<file path="src/core/t2cf_pkg.sv">
// t2cf_pkg: constants and carriers for the timer 2 control and flag block
// assumes an 8-bit special function register bus on the single system clock
package t2cf_pkg;
  // ==========================================================================
  // register map
  localparam logic [7:0] T2CF_ADDR_CTRL   = 8'h00_C8;
  localparam logic [7:0] T2CF_ADDR_RLL    = 8'h00_CA;
  localparam logic [7:0] T2CF_ADDR_RLH    = 8'h00_CB;
  localparam logic [7:0] T2CF_ADDR_CNTL   = 8'h00_CC;
  localparam logic [7:0] T2CF_ADDR_CNTH   = 8'h00_CD;
  localparam logic [7:0] T2CF_RESET_BYTE  = 8'h00_00;
  localparam logic [7:0] T2CF_BYTE_MAX    = 8'h00_FF;
  localparam logic [7:0] T2CF_BYTE_ONE    = 8'h00_01;
  // ==========================================================================
  // control register fields
  localparam int T2CF_BIT_HOVF  = 7;
  localparam int T2CF_BIT_LOVF  = 6;
  localparam int T2CF_BIT_LIEN  = 5;
  localparam int T2CF_BIT_CAPEN = 4;
  localparam int T2CF_BIT_SPLIT = 3;
  localparam int T2CF_BIT_RUN   = 2;
  localparam int T2CF_CLKSEL_LO = 0;
  localparam int T2CF_CTRL_BITS = 8;
  localparam logic [2:0] T2CF_BIT_HOVF_IDX = 3'h7;
  localparam logic [2:0] T2CF_BIT_LOVF_IDX = 3'h6;
  // ==========================================================================
  // carriers
  typedef struct packed {
    logic       wr;
    logic       bit_wr;
    logic [7:0] addr;
    logic [2:0] bit_idx;
    logic [7:0] wdata;
  } t2cf_sfr_req_t;
  typedef struct packed {
    logic hi;
    logic lo;
  } t2cf_ovf_t;
endpackage

</file>
<file path="src/core/t2cf_counter.sv">
// t2cf_counter: 16-bit / split 8-bit auto-reload counter with capture
// assumes single-cycle tick enables from the clock-source selector
`timescale 1ns/1ps
module t2cf_counter
  import t2cf_pkg::*;
(
  // clock and reset
  input  wire logic        mclk,
  input  wire logic        nrst,
  // mode
  input  wire logic        split,
  input  wire logic        run,
  input  wire logic        tick_hi,
  input  wire logic        tick_lo,
  input  wire logic        capture,
  // register writes
  input  wire logic        wr_cntl,
  input  wire logic        wr_cnth,
  input  wire logic        wr_rll,
  input  wire logic        wr_rlh,
  input  wire logic [7:0]  wdata,
  // state
  output logic      [15:0] count_r,
  output logic      [15:0] reload_r,
  output t2cf_ovf_t        ovf
);
  // ==========================================================================
  // increment decode
  wire       lo_en    = split ? tick_lo : (run & tick_lo);
  wire       hi_en    = split ? (run & tick_hi) : (lo_en & (count_r[7:0] == T2CF_BYTE_MAX));
  wire       lo_wrap  = lo_en & (count_r[7:0] == T2CF_BYTE_MAX);
  wire       hi_wrap  = hi_en & (count_r[15:8] == T2CF_BYTE_MAX);
  wire [7:0] lo_nxt   = split ? (lo_wrap ? reload_r[7:0] : count_r[7:0] + T2CF_BYTE_ONE)
                              : (hi_wrap ? reload_r[7:0] : count_r[7:0] + T2CF_BYTE_ONE);
  wire [7:0] hi_nxt   = hi_wrap ? reload_r[15:8] : count_r[15:8] + T2CF_BYTE_ONE;
  assign ovf.lo = lo_wrap;
  assign ovf.hi = hi_wrap; // see R1
  // ==========================================================================
  // count and reload registers
  always_ff @(posedge mclk or negedge nrst) begin
    if (!nrst) begin
      count_r <= {T2CF_RESET_BYTE, T2CF_RESET_BYTE};
    end else begin
      if (wr_cntl) count_r[7:0] <= wdata;
      else if (lo_en) count_r[7:0] <= lo_nxt; // see R10
      if (wr_cnth) count_r[15:8] <= wdata;
      else if (hi_en) count_r[15:8] <= hi_nxt;
    end
  end
  always_ff @(posedge mclk or negedge nrst) begin
    if (!nrst) begin
      reload_r <= {T2CF_RESET_BYTE, T2CF_RESET_BYTE};
    end else if (capture) begin
      reload_r <= count_r;
    end else begin
      if (wr_rll) reload_r[7:0] <= wdata;
      if (wr_rlh) reload_r[15:8] <= wdata;
    end
  end
endmodule // t2cf_counter

</file>
<file path="src/core/t2cf_top.sv">
// t2cf_top: timer 2 control register, overflow flags and interrupt request
// assumes cpu-side sfr bus and tick/capture strobes synchronous to mclk
// Operation
// high flag sets when upper byte rolls from 0xFF to 0x00.
// in 16-bit mode high flag sets on 0xFFFF to 0x0000 wrap.
// interrupt pending while high flag set and cpu timer enable set.
// hardware never clears high flag; software writes zero.
// low flag sets on low-byte rollover in both modes; never auto-cleared.
// low interrupt enable adds low flag as interrupt source.
// low overflow interrupts only with both low and cpu enables.
// capture enable selects capture mode; otherwise captures ignored.
// control bits 7..4 placed as documented, reset zero, bit-addressable.
// split bit selects two 8-bit or one 16-bit auto-reload timer.
// run bit gates counting; in split mode only upper byte.
// capture copies count into reload pair and sets high flag.
// hardware set wins over simultaneous software clear.
`timescale 1ns/1ps
module t2cf_top
  import t2cf_pkg::*;
(
  // clock and reset
  input  wire logic          mclk,
  input  wire logic          nrst,
  // sfr bus
  input  t2cf_sfr_req_t      sfr_req,
  output logic        [7:0]  sfr_rdata_r,
  // clock sources and capture
  input  wire logic          tick_hi,
  input  wire logic          tick_lo,
  input  wire logic          capture_evt,
  // cpu interrupt enable bit
  input  wire logic          cpu_timer_irq_en,
  // outputs
  output logic               irq_r,
  output logic        [1:0]  external_clock_select_r
);
  // ==========================================================================
  // control register
  logic [7:0]  ctrl_r;
  logic [7:0]  ctrl_nxt;
  logic [15:0] count_w;
  logic [15:0] reload_w;
  t2cf_ovf_t   ovf;

  wire hit_ctrl   = sfr_req.addr == T2CF_ADDR_CTRL;
  wire byte_wr    = sfr_req.wr & hit_ctrl;
  wire bitw       = sfr_req.bit_wr & hit_ctrl;
  wire cap_go     = capture_evt & ctrl_r[T2CF_BIT_CAPEN];
  wire set_hi     = ovf.hi | cap_go;
  wire set_lo     = ovf.lo;
  wire [7:0] bit_mask = T2CF_BYTE_ONE << sfr_req.bit_idx;
  wire [7:0] wr_val   = byte_wr ? sfr_req.wdata
                      : ((ctrl_r & ~bit_mask) | (sfr_req.wdata[0] ? bit_mask : 8'h00_00));
  wire [7:0] base_val = (byte_wr | bitw) ? wr_val : ctrl_r;
  wire hi_keep = base_val[T2CF_BIT_HOVF] | set_hi; // see R4
  wire lo_keep = base_val[T2CF_BIT_LOVF] | set_lo; // see R5

  always_comb begin
    ctrl_nxt                = base_val;
    ctrl_nxt[T2CF_BIT_HOVF] = hi_keep;
    ctrl_nxt[T2CF_BIT_LOVF] = lo_keep;
  end

  always_ff @(posedge mclk or negedge nrst) begin
    if (!nrst) ctrl_r <= T2CF_RESET_BYTE;
    else ctrl_r <= ctrl_nxt;
  end
  // ==========================================================================
  // counter datapath
  t2cf_counter t2cf_counter_i (
    .mclk     (mclk),
    .nrst     (nrst),
    .split    (ctrl_r[T2CF_BIT_SPLIT]),
    .run      (ctrl_r[T2CF_BIT_RUN]),
    .tick_hi  (tick_hi),
    .tick_lo  (tick_lo),
    .capture  (cap_go),
    .wr_cntl  (sfr_req.wr & (sfr_req.addr == T2CF_ADDR_CNTL)),
    .wr_cnth  (sfr_req.wr & (sfr_req.addr == T2CF_ADDR_CNTH)),
    .wr_rll   (sfr_req.wr & (sfr_req.addr == T2CF_ADDR_RLL)),
    .wr_rlh   (sfr_req.wr & (sfr_req.addr == T2CF_ADDR_RLH)),
    .wdata    (sfr_req.wdata),
    .count_r  (count_w),
    .reload_r (reload_w),
    .ovf      (ovf)
  );
  // ==========================================================================
  // interrupt and read-back
  wire irq_nxt = cpu_timer_irq_en &
                 (ctrl_nxt[T2CF_BIT_HOVF] |
                  (ctrl_nxt[T2CF_BIT_LIEN] & ctrl_nxt[T2CF_BIT_LOVF])); // see R3 see R6
  wire [7:0] rd_nxt = (sfr_req.addr == T2CF_ADDR_CTRL) ? ctrl_nxt :
                      (sfr_req.addr == T2CF_ADDR_RLL)  ? reload_w[7:0] :
                      (sfr_req.addr == T2CF_ADDR_RLH)  ? reload_w[15:8] :
                      (sfr_req.addr == T2CF_ADDR_CNTL) ? count_w[7:0] :
                      (sfr_req.addr == T2CF_ADDR_CNTH) ? count_w[15:8] : T2CF_RESET_BYTE;

  always_ff @(posedge mclk or negedge nrst) begin
    if (!nrst) begin
      irq_r                   <= 1'b0;
      sfr_rdata_r             <= T2CF_RESET_BYTE;
      external_clock_select_r <= 2'h0;
    end else begin
      irq_r                   <= irq_nxt;
      sfr_rdata_r             <= rd_nxt;
      external_clock_select_r <= ctrl_nxt[T2CF_CLKSEL_LO +: 2];
    end
  end
  // ==========================================================================
  // assertions
  a_hi_ovf_sets: assert property (@(posedge mclk) disable iff (!nrst)
    ovf.hi |=> ctrl_r[T2CF_BIT_HOVF]) else $error("high flag missed overflow");
  a_full_wrap: assert property (@(posedge mclk) disable iff (!nrst)
    (!ctrl_r[T2CF_BIT_SPLIT] && ctrl_r[T2CF_BIT_RUN] && tick_lo && count_w == 16'hFFFF
     && !sfr_req.wr && !cap_go) |=> (ctrl_r[T2CF_BIT_HOVF] && count_w == reload_w))
    else $error("16-bit wrap wrong");
  a_irq_high: assert property (@(posedge mclk) disable iff (!nrst)
    ($past(cpu_timer_irq_en) && ctrl_r[T2CF_BIT_HOVF]) |-> irq_r)
    else $error("irq not pending with high flag");
  a_hi_sticky: assert property (@(posedge mclk) disable iff (!nrst)
    (ctrl_r[T2CF_BIT_HOVF] && !byte_wr && !bitw) |=> ctrl_r[T2CF_BIT_HOVF])
    else $error("high flag cleared by hardware");
  a_lo_sets: assert property (@(posedge mclk) disable iff (!nrst)
    ovf.lo |=> ctrl_r[T2CF_BIT_LOVF]) else $error("low flag missed overflow");
  a_lo_irq: assert property (@(posedge mclk) disable iff (!nrst)
    (irq_r && !ctrl_r[T2CF_BIT_HOVF]) |-> (ctrl_r[T2CF_BIT_LIEN] && ctrl_r[T2CF_BIT_LOVF]))
    else $error("low irq without enables"); // see R6
  a_cap_off: assert property (@(posedge mclk) disable iff (!nrst)
    (!ctrl_r[T2CF_BIT_CAPEN] && !sfr_req.wr) |=> $stable(reload_w))
    else $error("reload moved without capture");
  a_cap_copy: assert property (@(posedge mclk) disable iff (!nrst)
    cap_go |=> (reload_w == $past(count_w) && ctrl_r[T2CF_BIT_HOVF]))
    else $error("capture copy wrong");
  a_set_wins: assert property (@(posedge mclk) disable iff (!nrst)
    (set_lo && byte_wr && !sfr_req.wdata[T2CF_BIT_LOVF]) |=> ctrl_r[T2CF_BIT_LOVF])
    else $error("clear beat set");
  a_split_run: assert property (@(posedge mclk) disable iff (!nrst)
    (ctrl_r[T2CF_BIT_SPLIT] && !ctrl_r[T2CF_BIT_RUN] && !sfr_req.wr) |=> $stable(count_w[15:8]))
    else $error("upper byte ran while stopped"); // see R10
  c_hi_irq: cover property (@(posedge mclk) disable iff (!nrst) ovf.hi ##1 irq_r);
  c_lo_irq: cover property (@(posedge mclk) disable iff (!nrst)
    ovf.lo && ctrl_r[T2CF_BIT_LIEN] ##1 irq_r);
  c_capture: cover property (@(posedge mclk) disable iff (!nrst) cap_go);
  c_split_lo: cover property (@(posedge mclk) disable iff (!nrst)
    ctrl_r[T2CF_BIT_SPLIT] && ovf.lo);
  c_set_wins: cover property (@(posedge mclk) disable iff (!nrst)
    set_lo && byte_wr);
  // ==========================================================================
  // assertions: register access, interrupts, counting and capture
  a_lo_sticky: assert property (@(posedge mclk) disable iff (!nrst)
    (ctrl_r[T2CF_BIT_LOVF] && !byte_wr && !bitw)
    |=> ctrl_r[T2CF_BIT_LOVF])
    else $error("low flag cleared by hardware");
  a_hi_set_wins: assert property (@(posedge mclk) disable iff (!nrst)
    (set_hi && byte_wr && !sfr_req.wdata[T2CF_BIT_HOVF])
    |=> ctrl_r[T2CF_BIT_HOVF])
    else $error("clear beat high set");
  a_bit_set_wins: assert property (@(posedge mclk) disable iff (!nrst)
    (set_lo && bitw && sfr_req.bit_idx == T2CF_BIT_LOVF_IDX)
    |=> ctrl_r[T2CF_BIT_LOVF])
    else $error("bit clear beat low set");
  a_byte_write: assert property (@(posedge mclk) disable iff (!nrst)
    (byte_wr && !set_hi && !set_lo)
    |=> (ctrl_r == $past(sfr_req.wdata)))
    else $error("control byte write wrong");
  a_bit_others: assert property (@(posedge mclk) disable iff (!nrst)
    (bitw && !set_hi && !set_lo)
    |=> ((ctrl_r & ~$past(bit_mask)) == ($past(ctrl_r) & ~$past(bit_mask))))
    else $error("bit write touched other bits");
  a_bit_value: assert property (@(posedge mclk) disable iff (!nrst)
    (bitw && !set_hi && !set_lo)
    |=> (((ctrl_r & $past(bit_mask)) != T2CF_RESET_BYTE) == $past(sfr_req.wdata[0])))
    else $error("bit write value wrong");
  a_clksel_copy: assert property (@(posedge mclk) disable iff (!nrst)
    external_clock_select_r
    == ctrl_r[T2CF_CLKSEL_LO +: 2])
    else $error("clock select output differs");
  a_rd_ctrl: assert property (@(posedge mclk) disable iff (!nrst)
    hit_ctrl
    |=> (sfr_rdata_r == ctrl_r))
    else $error("control read-back wrong");
  a_rd_unmapped: assert property (@(posedge mclk) disable iff (!nrst)
    (sfr_req.addr == 8'h00_C9)
    |=> (sfr_rdata_r == T2CF_RESET_BYTE))
    else $error("unmapped read not zero");
  a_rd_count: assert property (@(posedge mclk) disable iff (!nrst)
    (sfr_req.addr == T2CF_ADDR_CNTL)
    |=> (sfr_rdata_r == $past(count_w[7:0])))
    else $error("count low read-back wrong");
  a_irq_level: assert property (@(posedge mclk) disable iff (!nrst) // see R3 see R6
    irq_r == ($past(cpu_timer_irq_en) && (ctrl_r[T2CF_BIT_HOVF]
      || (ctrl_r[T2CF_BIT_LIEN] && ctrl_r[T2CF_BIT_LOVF]))))
    else $error("irq level wrong");
  a_irq_drop: assert property (@(posedge mclk) disable iff (!nrst)
    !cpu_timer_irq_en
    |=> !irq_r)
    else $error("irq without cpu enable");
  a_lo_irq_src: assert property (@(posedge mclk) disable iff (!nrst)
    (cpu_timer_irq_en && ctrl_r[T2CF_BIT_LIEN] && ctrl_r[T2CF_BIT_LOVF] && !byte_wr && !bitw)
    |=> irq_r)
    else $error("low flag irq missing");
  a_stop_16: assert property (@(posedge mclk) disable iff (!nrst)
    (!ctrl_r[T2CF_BIT_SPLIT] && !ctrl_r[T2CF_BIT_RUN] && !sfr_req.wr)
    |=> $stable(count_w))
    else $error("16-bit counter ran while stopped");
  a_lo_free: assert property (@(posedge mclk) disable iff (!nrst)
    (ctrl_r[T2CF_BIT_SPLIT] && tick_lo && count_w[7:0] != T2CF_BYTE_MAX && !sfr_req.wr)
    |=> (count_w[7:0] == $past(count_w[7:0]) + T2CF_BYTE_ONE))
    else $error("split low byte did not count");
  a_lo_wrap_split: assert property (@(posedge mclk) disable iff (!nrst) // see R5
    (ctrl_r[T2CF_BIT_SPLIT] && tick_lo && count_w[7:0] == T2CF_BYTE_MAX && !sfr_req.wr && !cap_go)
    |=> (count_w[7:0] == reload_w[7:0] && ctrl_r[T2CF_BIT_LOVF]))
    else $error("split low wrap wrong");
  a_hi_wrap_split: assert property (@(posedge mclk) disable iff (!nrst) // see R1
    (ctrl_r[T2CF_BIT_SPLIT] && ctrl_r[T2CF_BIT_RUN] && tick_hi
      && count_w[15:8] == T2CF_BYTE_MAX && !sfr_req.wr && !cap_go)
    |=> (count_w[15:8] == reload_w[15:8] && ctrl_r[T2CF_BIT_HOVF]))
    else $error("split high wrap wrong");
  a_lo_16_carry: assert property (@(posedge mclk) disable iff (!nrst)
    (!ctrl_r[T2CF_BIT_SPLIT] && ctrl_r[T2CF_BIT_RUN] && tick_lo && !sfr_req.wr
      && count_w[7:0] == T2CF_BYTE_MAX && count_w[15:8] != T2CF_BYTE_MAX)
    |=> (count_w[15:8] == $past(count_w[15:8]) + T2CF_BYTE_ONE))
    else $error("16-bit carry wrong");
  a_cap_ignored: assert property (@(posedge mclk) disable iff (!nrst)
    (capture_evt && !ctrl_r[T2CF_BIT_CAPEN] && !ovf.hi && !byte_wr && !bitw)
    |=> (ctrl_r[T2CF_BIT_HOVF] == $past(ctrl_r[T2CF_BIT_HOVF])))
    else $error("disabled capture set flag");
  a_cap_beats_wr: assert property (@(posedge mclk) disable iff (!nrst)
    (cap_go && sfr_req.wr)
    |=> (reload_w == $past(count_w)))
    else $error("reload write beat capture");
endmodule // t2cf_top
</file>
<file path="config.mk">
export PLATFORM = sky130hd
export DESIGN_NAME = t2cf_top
export DESIGN_NICKNAME = d
export VERILOG_FILES = /design/src/core/t2cf_pkg.sv /design/src/core/t2cf_counter.sv /design/src/core/t2cf_top.sv
export SDC_FILE = /design/constraint.sdc
export NUM_CORES = 1
export LEC_CHECK = 0
export BUFFER_PORTS_ARGS = -buffer_cell sky130_fd_sc_hd__clkbuf_2
export CORE_MARGIN = 1
export CORE_UTILIZATION = 45
export DETAILED_ROUTE_END_ITERATION = 10
export PLACE_DENSITY = 0.62
export RECOVER_POWER = 25
export SLEW_MARGIN = 20
export SYNTH_ARGS = -nofsm -noshare
export SYNTH_HDL_FRONTEND = slang
export SYNTH_HIERARCHICAL = 1
export SYNTH_SLANG_ARGS = --single-unit
</file>
<file path="constraint.sdc">
create_clock -name mclk -period 3.6 [get_ports mclk]
set_input_delay 0.18 -clock mclk [delete_from_list [all_inputs] [get_ports mclk]]
set_output_delay 0.18 -clock mclk [all_outputs]
set_load 0.005 [all_outputs]
</file>
==> flow_summary_export.csv, run 1 <==
group,metric,value,unit
run_status,outcome,"finished clean",
place,place_congestion,0.867,
worst_hold_path,hold_path.class,"input pin to register",
setup_path,critPathMaxStageDelay,480,ps
clocking,insertion_delay,310,ps
synthesis,synth_fp_nets,394,
routing,drcViolationCount,0,
synthesis,synth-seq-area-share,37.7,%
grt,antenna_found_initial,0,
clocking,cts_htree_levels,2,
setup_path,reg2reg_slack,1250,ps
die,die-area,7580,um^2
sta,max_freq,426,MHz
sta,worstMarginPinSlew,1460,ps
synthesis,yosysMostFrequentCell,"nand2_1",
routing,vias,2897,
routing,first_pass_iters,4,
synthesis,synth_edf_count,0,
die,ioPinCount,38,
cells_and_area,nNetsFinal,422,
power,p_sw,0.000377,W
setup_path,arrival,2530,ps
power,fin_total_pwr,0.00132,W
sta,whs,94.8,ps
synthesis,yosysTopAreaCellShare,37.7,%
die,initial_utilization,47.1,%
clocking,clockBufferDepth,2,
cells_and_area,finalNonFillerCells,490,
synthesis,synth-seq-cells,49,
cells_and_area,fin_util,52.5,%
synthesis,ys_top_cells_by_count,"nand2_1 (54), dfrtp_1 (49), mux2i_1 (46)",
synthesis,synthDistinctLibCells,61,
worst_hold_path,min_from,"cpu_timer_irq_en",
setup_path,r2r_cells,9,
power,sw_frac_of_total,28.4,%
cells_and_area,drive_above_1_share,17.5,%
clocking,ctsResizeCount,0,
power,internal_power,0.000948,W
clocking,clock_sinks,49,
synthesis,synth_top_cells_by_area,"dfrtp_1 (38%), mux2i_1 (14%), nand2_1 (6.2%), a21oi_1 (3.8%), o21ai_0 (2.9%)",
sta,skew,13.9,ps
synthesis,ys.flop_type,"dfrtp_1",
setup_path,r2r-start,"t2cf_counter_i/count_r[0]",
setup_path,r2r-end,"sfr_rdata_r[7]",
place,dp_hpwl,6520,um
power,peakVddDrop,0.229,mV
die,coreArea,6910,um^2
power,p_leak,1.52,nW
sta,min_period,2350,ps
sta,tns,0,ps
routing,drtAntennaViolNets,0,
setup_path,cp_slowest_cell,"dfrtp_1",
place,port_buffers,37,
grt,gr-total-overflow,0,
clocking,cts_tree,"yes",
clocking,numCtsBuffers,5,
grt,grt_usage,25.6,%
synthesis,netlist_instances,365,
synthesis,synth_top_area_cell,"dfrtp_1",
setup_path,crit_type,"register to register",
synthesis,ys_async_sr_fraction,100,%
cells_and_area,area_delta_synth_final,11.4,%
worst_hold_path,holdPathEnd,"irq_r",
power,clkPwrFrac,35.8,%
setup_path,worstSetupStartpointType,"register",
sta,setup_viol,0,
sta,timing.final.hold_violations,0,
die,die_x,87.0,um
routing,drt_wl_total,9070,um
sta,rsz0062_at_grt,"no",
power,share_seq_of_total_power,49.2,%
setup_path,cp_max_fo,7,
setup_path,crit_chain,"ha_1 > nand4_4 > nor4_2 > a31oi_1 > nor3_1 > nor2_1 > o21ai_0 > a21oi_1 > o32ai_1",
routing,drt-initial-drc-count,166,
sta,slew_headroom,2.44,%
clocking,post-cts-setup-buffers,0,
setup_path,cp_data_required_time,3780,ps
routing,drt-vias-per-instance,5.91,
place,placed_cells,481,
cells_and_area,diodes,0,
sta,min_period_over_period,65.3,%
clocking,root_buffer,"clkbuf_8",
grt,grt_pass1_vias,2700,
routing,wire_per_inst,18.5,um
grt,grt_max_degree,34,
worst_hold_path,whs_path_depth,2,
sta,slew_violations,0,
synthesis,synth_area,3250,um^2
grt,grt_pass1_wl,14600,um
die,die_h,87.0,um
die,fp-row-count,30,
setup_path,cp-end-kind,"register",
clocking,clk_pin_slew_worst_paths,90,ps
power,pwr-share-comb,15.0,%
run,cap_violations,0,
synthesis,ys_warn_count,6,
synthesis,synth.avg_cell_area,8.92,um^2
power,power-per-cell-area,365,nW/um^2
[power by group through the flow]
stage | Clock [W] | Combinational, W | Sequential (W)
3_5_place_dp | 0 | 0.000196 | 0.000662
5_1_grt | 0.000503 | 0.000222 | 0.000657
3_3_place_gp | 0 | 0.000192 | 0.000662
4_1_cts | 0.000481 | 0.000198 | 0.000651
2_1_floorplan | 0 | 0.000138 | 0.000634
6_report | 0.000474 | 0.000198 | 0.000652
[kinds of logic (layout without fill, tap and decap cells)]
group	count (synthesis)	count (layout)	synth area share (%)
xor gates and xnor gates	7	7	1.88
adders and majority gates	2	2	0.769
buffers and inverters	31	60	5.11
muxes	50	50	15.6
AOI/OAI and AO/OA	95	95	18.4
DFF	49	49	37.7
and+or+nand+nor	131	131	20.5
[metrics by stage]
stage | instance area [um^2] | worst slack (ps)
2_1_floorplan | 3250 | 1680
3_3_place_gp | 3480 | 1270
3_5_place_dp | 3480 | 1310
4_1_cts | 3630 | 1280
5_1_grt | 3620 | 1140
6_report | 3620 | 1250
[layout by cell type (no fill, tap or decap), types with 3 or more instances in the layout]
cell type  count
mux2i_1       46
clkbuf_2      35
nor4b_1        3
nand3_1       13
dfrtp_1       49
o22ai_1       10
clkbuf_8       5
nand2_1       54
nor2_1        25
nor4_2         3
a31oi_1        5
inv_1          9
nor3_1         6
o31ai_1        7
mux2_2         3
buf_4          5
xnor2_1        6
o21ai_1        9
a211oi_1       3
o21ai_0       19
nand2b_1       3
a21oi_1       25
and3_1         3
[how the worst max path moves through the flow]
stage               slack, ps  cells after the start                       from        endpoint
detailed placement       1310                      9  t2cf_counter_i/count_r[0]  sfr_rdata_r[7]
finish                   1250                      9  t2cf_counter_i/count_r[0]  sfr_rdata_r[7]
floorplan                1680                     10  t2cf_counter_i/count_r[0]  sfr_rdata_r[7]
global placement         1270                      9  t2cf_counter_i/count_r[0]  sfr_rdata_r[7]
CTS                      1280                      9  t2cf_counter_i/count_r[0]  sfr_rdata_r[7]
global route             1140                      9  t2cf_counter_i/count_r[0]  sfr_rdata_r[7]
[sequential cells by signal (all words and copies together) (netlist names)]
name and flops:
t2cf_counter_i/reload_r 16, ctrl_r 8, irq_r 1, t2cf_counter_i/count_r 16, sfr_rdata_r 8
[routing by layer]
layer,wire [um],global-route usage [%]
met3,500,4.64
met5,0,0
met1,4150,34.8
met2,4260,41.8
met4,159,7.12
[critical path: cells and delay by family, from the launching register on]
family | cells | cell delay [ps]
fa+ha+maj | 1 | 300
simple gates | 4 | 510
compound gates | 4 | 930
flops | 1 | 480
[final cells by class]
class,instances,area [um^2]
fillers,681,3280
multi-input cells,285,1880
flip-flops and latches,49,1230
repair buffers,43,230
well taps,96,120
clock buffers,5,68.8
clock inverters,3,65.1
inverters,9,33.8
[what timing repair did]
action	CTS	global route
endpoints found under the hold margin	24	0
hold buffers	1	0
endpoints found under the setup margin	0	0
Power figures use the tool's default switching activity.
==> run 2: changes to the inputs <==
Settings changed: ABC_AREA set to 1, PLACE_DENSITY 0.62 to 0.64.
Clock period 3.6 ns to 2.1 ns, I/O delays scaled along.
==> flow_summary_export.csv, run 2 <==
group,metric,value,unit
sta,rsz0062_at_grt,"no",
setup_path,cp-end-kind,"register",
grt,gr-total-overflow,0,
synthesis,synth_xor_area_share,2.22,%
setup_path,r2r-end,"sfr_rdata_r[7]",
routing,drtAntennaViolNets,0,
die,die_h,90.8,um
setup_path,crit_type,"register to register",
setup_path,critPathMaxStageDelay,450,ps
setup_path,arrival,2110,ps
place,dp_slack,193,ps
synthesis,synth_top_area_cell,"dfrtp_1",
cells_and_area,layout_commonest_cell,"nand2_1",
setup_path,cp_data_required_time,2280,ps
sta,timing.final.hold_violations,0,
grt,antenna_found_initial,0,
cells_and_area,fin_util,51.3,%
synthesis,yosysMostFrequentCell,"nand2_1",
grt,grt_max_degree,50,
sta,worstMarginPinSlew,1290,ps
worst_hold_path,hold_path.class,"input pin to register",
power,p_leak,2.09,nW
power,pwr-share-comb,26.4,%
setup_path,r2r_cells,12,
grt,grt_pass1_wl,17600,um
die,initial_utilization,46.2,%
place,port_buffers,37,
die,die_x,90.8,um
synthesis,ys_top_cells_by_count,"nand2_1 (184), inv_1 (63), dfrtp_1 (49)",
synthesis,synth_area,3550,um^2
synthesis,synth-seq-area-share,34.5,%
synthesis,synthAdderAreaFrac,0.705,%
synthesis,synthDistinctLibCells,34,
clocking,clock_sinks,49,
cells_and_area,final_cell_mix,"nand2_1 (184), inv_1 (63), dfrtp_1 (49), o21ai_0 (46), clkbuf_2 (38)",
power,share_seq_of_total_power,47.0,%
clocking,clockBufferDepth,2,
power,internal_power,0.00165,W
sta,slew_violations,0,
cells_and_area,nNetsFinal,605,
power,peakVddDrop,0.269,mV
run_status,outcome,"finished clean",
grt,grt_pass1_vias,3525,
sta,setup_slack,167,ps
clocking,numCtsBuffers,5,
synthesis,yosysTopAreaCellShare,34.5,%
synthesis,synth_top_family_by_area,"simple AND/OR/NAND/NOR gates",
sta,min_period,1930,ps
setup_path,cp_max_fo,8,
power,p_sw,0.000898,W
clocking,cts_htree_levels,2,
synthesis,synth_fp_nets,568,
cells_and_area,finalNonFillerCells,678,
synthesis,ys.flop_type,"dfrtp_1",
clocking,root_buffer,"clkbuf_8",
grt,grt_usage,27.6,%
power,power-per-cell-area,647,nW/um^2
place,place_area,3830,um^2
synthesis,synth_compound_area_share,15.3,%
clocking,ctsResizeCount,0,
routing,drcViolationCount,0,
run,cap_violations,0,
sta,tns,0,ps
setup_path,worstSetupStartpointType,"register",
sta,setup_viol,0,
cells_and_area,fin_area,3940,um^2
synthesis,synth.avg_cell_area,6.59,um^2
cells_and_area,drive_above_1_share,14.4,%
die,die-area,8250,um^2
synthesis,synth_top_cells_by_area,"dfrtp_1 (35%), nand2_1 (19%), inv_1 (6.7%), o21ai_0 (6.5%), nand3_1 (4.8%)",
sta,slew_headroom,13.9,%
setup_path,cpMostUsedCell,"nand2_2",
die,fp-row-count,32,
setup_path,r2r-start,"t2cf_counter_i/count_r[1]",
place,placed_cells,669,
power,clkPwrFrac,26.5,%
die,coreArea,7690,um^2
routing,drt_wl_total,10700,um
synthesis,synth_edf_count,0,
routing,drt-vias-per-instance,5.40,
sta,skew,12.4,ps
routing,vias,3662,
cells_and_area,diodes,0,
power,sw_frac_of_total,35.2,%
synthesis,synthSimpleGateAreaFrac,36.7,%
setup_path,cp_slowest_cell,"dfrtp_1",
setup_path,crit_chain,"ha_1 > nand2_2 > nor2_8 > nand4_2 > nand2_2 > nand2_4 > inv_1 > or2_2 > a21oi_1 > nand2_1 > inv_2 > o21ai_1",
synthesis,synth-seq-cells,49,
synthesis,ys_warn_count,6,
setup_path,crit_end,"sfr_rdata_r[7]",
sta,min_period_over_period,92.1,%
synthesis,ys_async_sr_fraction,100,%
clocking,cts_tree,"yes",
sta,max_freq,517,MHz
place,place_congestion,0.959,
routing,first_pass_iters,5,
synthesis,muxShareOfSynthArea,0,%
place,dp_hpwl,7870,um
cells_and_area,reg_top3,"t2cf_counter_i/count_r: 16 flops, t2cf_counter_i/reload_r: 16 flops",
cells_and_area,area_delta_synth_final,11.0,%
setup_path,worstSetupStartpoint,"t2cf_counter_i/count_r[1]",
die,ioPinCount,38,
routing,drt-initial-drc-count,381,
synthesis,netlist_instances,539,
routing,wire_per_inst,15.7,um
setup_path,reg2reg_slack,170,ps
clocking,insertion_delay,320,ps
clocking,clk_pin_slew_worst_paths,100,ps
-- run 2: changes by cell type after synthesis, sizes merged, moves of 6 or more --
cell | previous run | this run
a21oi | 25 | 31
inv | 9 | 64
mux2i | 46 | 0
nand2 | 54 | 189
nand3 | 13 | 36
nand4 | 3 | 11
nor2 | 26 | 50
nor3 | 9 | 3
o21ai | 30 | 54
o22ai | 10 | 0
o31ai | 7 | 0
-- run 2: logic make-up after synthesis --
kind of cell / after synthesis
XOR/XNOR: 9
buffers and inverters: 85
AO/OA/AOI/OAI: 101
flip-flops: 49
adder cells (fa/ha/maj): 2
AND/OR/NAND/NOR: 293
-- run 2: critical path: cells and delay by family, from the launching register on --
family          cells  cell delay [ps]
simple gates        7              820
flops               1              450
fa+ha+maj           1              250
compound gates      2              180
buf+inv             2              130
-- run 2: worst min path at each step --
stage	from	slack, ps	cells past startpoint	endpoint
finish	sfr_req[4]	100	3	ctrl_r[4]
global route	sfr_req[4]	100	3	ctrl_r[4]
CTS	sfr_req[4]	90	3	ctrl_r[4]
detailed placement	nrst	120	2	sfr_rdata_r[0]
global placement	nrst	120	2	sfr_rdata_r[0]
floorplan	nrst	-190	0	ctrl_r[0]
-- run 2: layout make-up --
cell class / instances / area, um^2
clock inverters: 2 / 35.0
inverters: 64 / 240
multi-input cells: 405 / 1950
clock buffers: 5 / 68.8
flip-flops and latches: 49 / 1230
fillers: 800 / 3750
repair buffers: 51 / 293
well taps: 102 / 128
-- run 2: per-stage QoR --
stage                     total power (W)  hold WS, ps
after floorplan                   0.00164         -191
after global placement            0.00186          121
after detailed placement          0.00188          119
after CTS                         0.00256         92.5
after global routing              0.00272          103
final                             0.00255         96.1
-- run 2: routing by layer --
layer / global-route usage (%) / routed length (um)
met1: 35.6 / 4540
met2: 45.6 / 5040
met3: 2.69 / 680
met4: 14.6 / 383
met5: 0 / 0
-- run 2: timing repair --
| action | CTS | global route |
|---|---|---|
| endpoints found under the hold margin | 50 | 0 |
| setup endpoints to repair | 0 | 0 |
| buffers inserted | 0 | 0 |
| hold buffers | 2 | 0 |
-- run 2: power groups by stage --
stage | logic [W] | clock network, W | registers, W
after global routing | 0.000763 | 0.000735 | 0.00122
final | 0.000675 | 0.000677 | 0.00120
after CTS | 0.000667 | 0.000699 | 0.00120
after global placement | 0.000645 | 0 | 0.00121
after detailed placement | 0.000662 | 0 | 0.00121
after floorplan | 0.000465 | 0 | 0.00117
==> run 3: changes to the inputs <==
Settings changed: CORE_UTILIZATION 45 to 50, PLACE_DENSITY 0.64 to 0.7.
==> flow_summary_export.csv, run 3 (same netlist as run 2, synthesis figures left out) <==
group,metric,value,unit
run_status,outcome,"complete, but fails checks",
run_status,violations,"max-capacitance violations, max-slew violations",
power,p_leak,2.08,nW
sta,rsz0062_at_grt,"no",
setup_path,r2r_cells,12,
grt,gr-total-overflow,0,
sta,timing.final.hold_violations,0,
die,fp-row-count,30,
die,die_h,86.3,um
cells_and_area,reg_top3,"t2cf_counter_i/count_r: 16 flops, t2cf_counter_i/reload_r: 16 flops",
sta,min_period,1910,ps
power,clkPwrFrac,28.0,%
setup_path,cp_top_family,"simple AND/OR/NAND/NOR gates",
grt,grt_usage,30.1,%
power,power-per-cell-area,659,nW/um^2
cells_and_area,layout_commonest_cell,"nand2_1",
cells_and_area,final_cell_mix,"nand2_1 (184), inv_1 (63), dfrtp_1 (49), o21ai_0 (46), nor2_1 (36)",
setup_path,reg2reg_slack,190,ps
setup_path,cp_max_fo,8,
routing,drtAntennaViolNets,0,
sta,slew_violations,26,
clocking,root_buffer,"clkbuf_8",
routing,drt_wl_total,10600,um
clocking,ctsResizeCount,0,
worst_hold_path,hold_path.class,"input pin to register",
power,sw_frac_of_total,34.6,%
cells_and_area,multi_input_area,1950,um^2
setup_path,arrival,2100,ps
clocking,numCtsBuffers,5,
place,place_area,3840,um^2
setup_path,r2r-start,"t2cf_counter_i/count_r[1]",
clocking,clk_pin_slew_worst_paths,100,ps
routing,vias,3719,
cells_and_area,nNetsFinal,607,
die,coreArea,6830,um^2
cells_and_area,diodes,0,
routing,drt-vias-per-instance,5.51,
power,p_sw,0.000904,W
setup_path,critPathMaxStageDelay,450,ps
worst_hold_path,min_from,"sfr_req[4]",
worst_hold_path,holdPathEnd,"ctrl_r[4]",
setup_path,worstSetupStartpointType,"register",
die,initial_utilization,52.0,%
sta,worstMarginPinSlew,1640,ps
die,ioPinCount,38,
grt,grt_pass1_wl,17100,um
setup_path,path_buf_inv,2,
run,cap_violations,1,
setup_path,cp_data_required_time,2290,ps
setup_path,cp-end-kind,"register",
cells_and_area,fin_area,3970,um^2
routing,wire_per_inst,15.7,um
grt,antenna_found_initial,0,
power,peakVddDrop,0.424,mV
place,dp_hpwl,7890,um
setup_path,cp_slowest_cell,"dfrtp_1",
setup_path,cpMostUsedCell,"nand2_2",
setup_path,r2r-end,"sfr_rdata_r[7]",
setup_path,crit_type,"register to register",
sta,skew,8.55,ps
grt,grt_pass1_vias,3524,
routing,drt-initial-drc-count,320,
cells_and_area,regArea,1230,um^2
clocking,clockBufferDepth,2,
setup_path,crit_chain,"ha_1 > nand2_2 > nor2_8 > nand4_2 > nand2_2 > nand2_4 > inv_1 > or2_2 > a21oi_1 > nand2_1 > inv_2 > o21ai_1",
sta,min_period_over_period,91.0,%
sta,setup_viol,0,
routing,drcViolationCount,0,
cells_and_area,area_delta_synth_final,11.7,%
place,port_buffers,37,
cells_and_area,drive_above_1_share,13.3,%
power,internal_power,0.00171,W
place,place_congestion,1.01,
cells_and_area,fillers,705,
clocking,cts_tree,"yes",
grt,grt_max_degree,27,
power,share_seq_of_total_power,45.4,%
clocking,cts_htree_levels,2,
die,die-area,7440,um^2
clocking,insertion_delay,310,ps
routing,first_pass_iters,5,
sta,slew_headroom,-9.45,%
sta,max_freq,523,MHz
worst_hold_path,whs_path_depth,3,
clocking,clock_sinks,49,
sta,tns,0,ps
die,die_x,86.3,um
power,pwr-share-comb,26.6,%
## run 3: layout make-up
cell class	count	share of cell area, %
clock inverter	1	0.757
multi-input combinational	405	49.2
timing repair buffer	53	7.89
tap	96	3.03
sequential	49	30.9
clock buffer	7	2.18
inverter	64	6.06
## run 3: how the worst max path moves through the flow
stage                               from                          to  cells after the start
2_1_floorplan  t2cf_counter_i/count_r[1]                       irq_r                     13
3_3_place_gp                 sfr_req[18]  t2cf_counter_i/reload_r[7]                      9
3_5_place_dp                 sfr_req[18]  t2cf_counter_i/reload_r[6]                      9
4_1_cts        t2cf_counter_i/count_r[1]              sfr_rdata_r[7]                     12
5_1_grt        t2cf_counter_i/count_r[1]   t2cf_counter_i/count_r[1]                     12
6_report       t2cf_counter_i/count_r[1]              sfr_rdata_r[7]                     12
## run 3: timing repair
item                      CTS  global route
hold buffers                2             0
setup buffers               0             0
hold endpoints to repair   26             0
## run 3: worst register-to-register path: cells and delay by family (launching register included)
kind,cells,cell delay [ps]
adders and majority gates,1,250
AOI/OAI and AO/OA,2,170
and+or+nand+nor,7,820
DFF,1,450
buffers and inverters,2,130
## run 3: stage by stage
stage / total power [W] / instances / hold WS (ps) / utilization (%) / setup WS [ps]
3_3_place_gp: 0.00187 / 665 / 199 / 56.2 / 201
3_5_place_dp: 0.00189 / 665 / 212 / 56.2 / 134
4_1_cts: 0.00262 / 675 / 82.9 / 58.2 / 183
6_report: 0.00261 / 675 / 81.7 / 58.0 / 190
5_1_grt: 0.00276 / 675 / 116 / 58.0 / 21.2
2_1_floorplan: 0.00164 / 539 / -191 / - / 192
## run 3: power groups by stage
stage	Sequential (W)	Combinational (W)	Clock, W
finish	0.00119	0.000696	0.000730
global route	0.00120	0.000785	0.000775
CTS	0.00119	0.000695	0.000740
detailed placement	0.00120	0.000686	0
global placement	0.00120	0.000672	0
floorplan	0.00117	0.000465	0
## run 3: metal layers
metal  share of wire [%]  GRT usage [%]
met5                   0              0
met4                 3.3           10.8
met3                 6.5           4.95
met2                  48           51.8
met1                  42           38.3
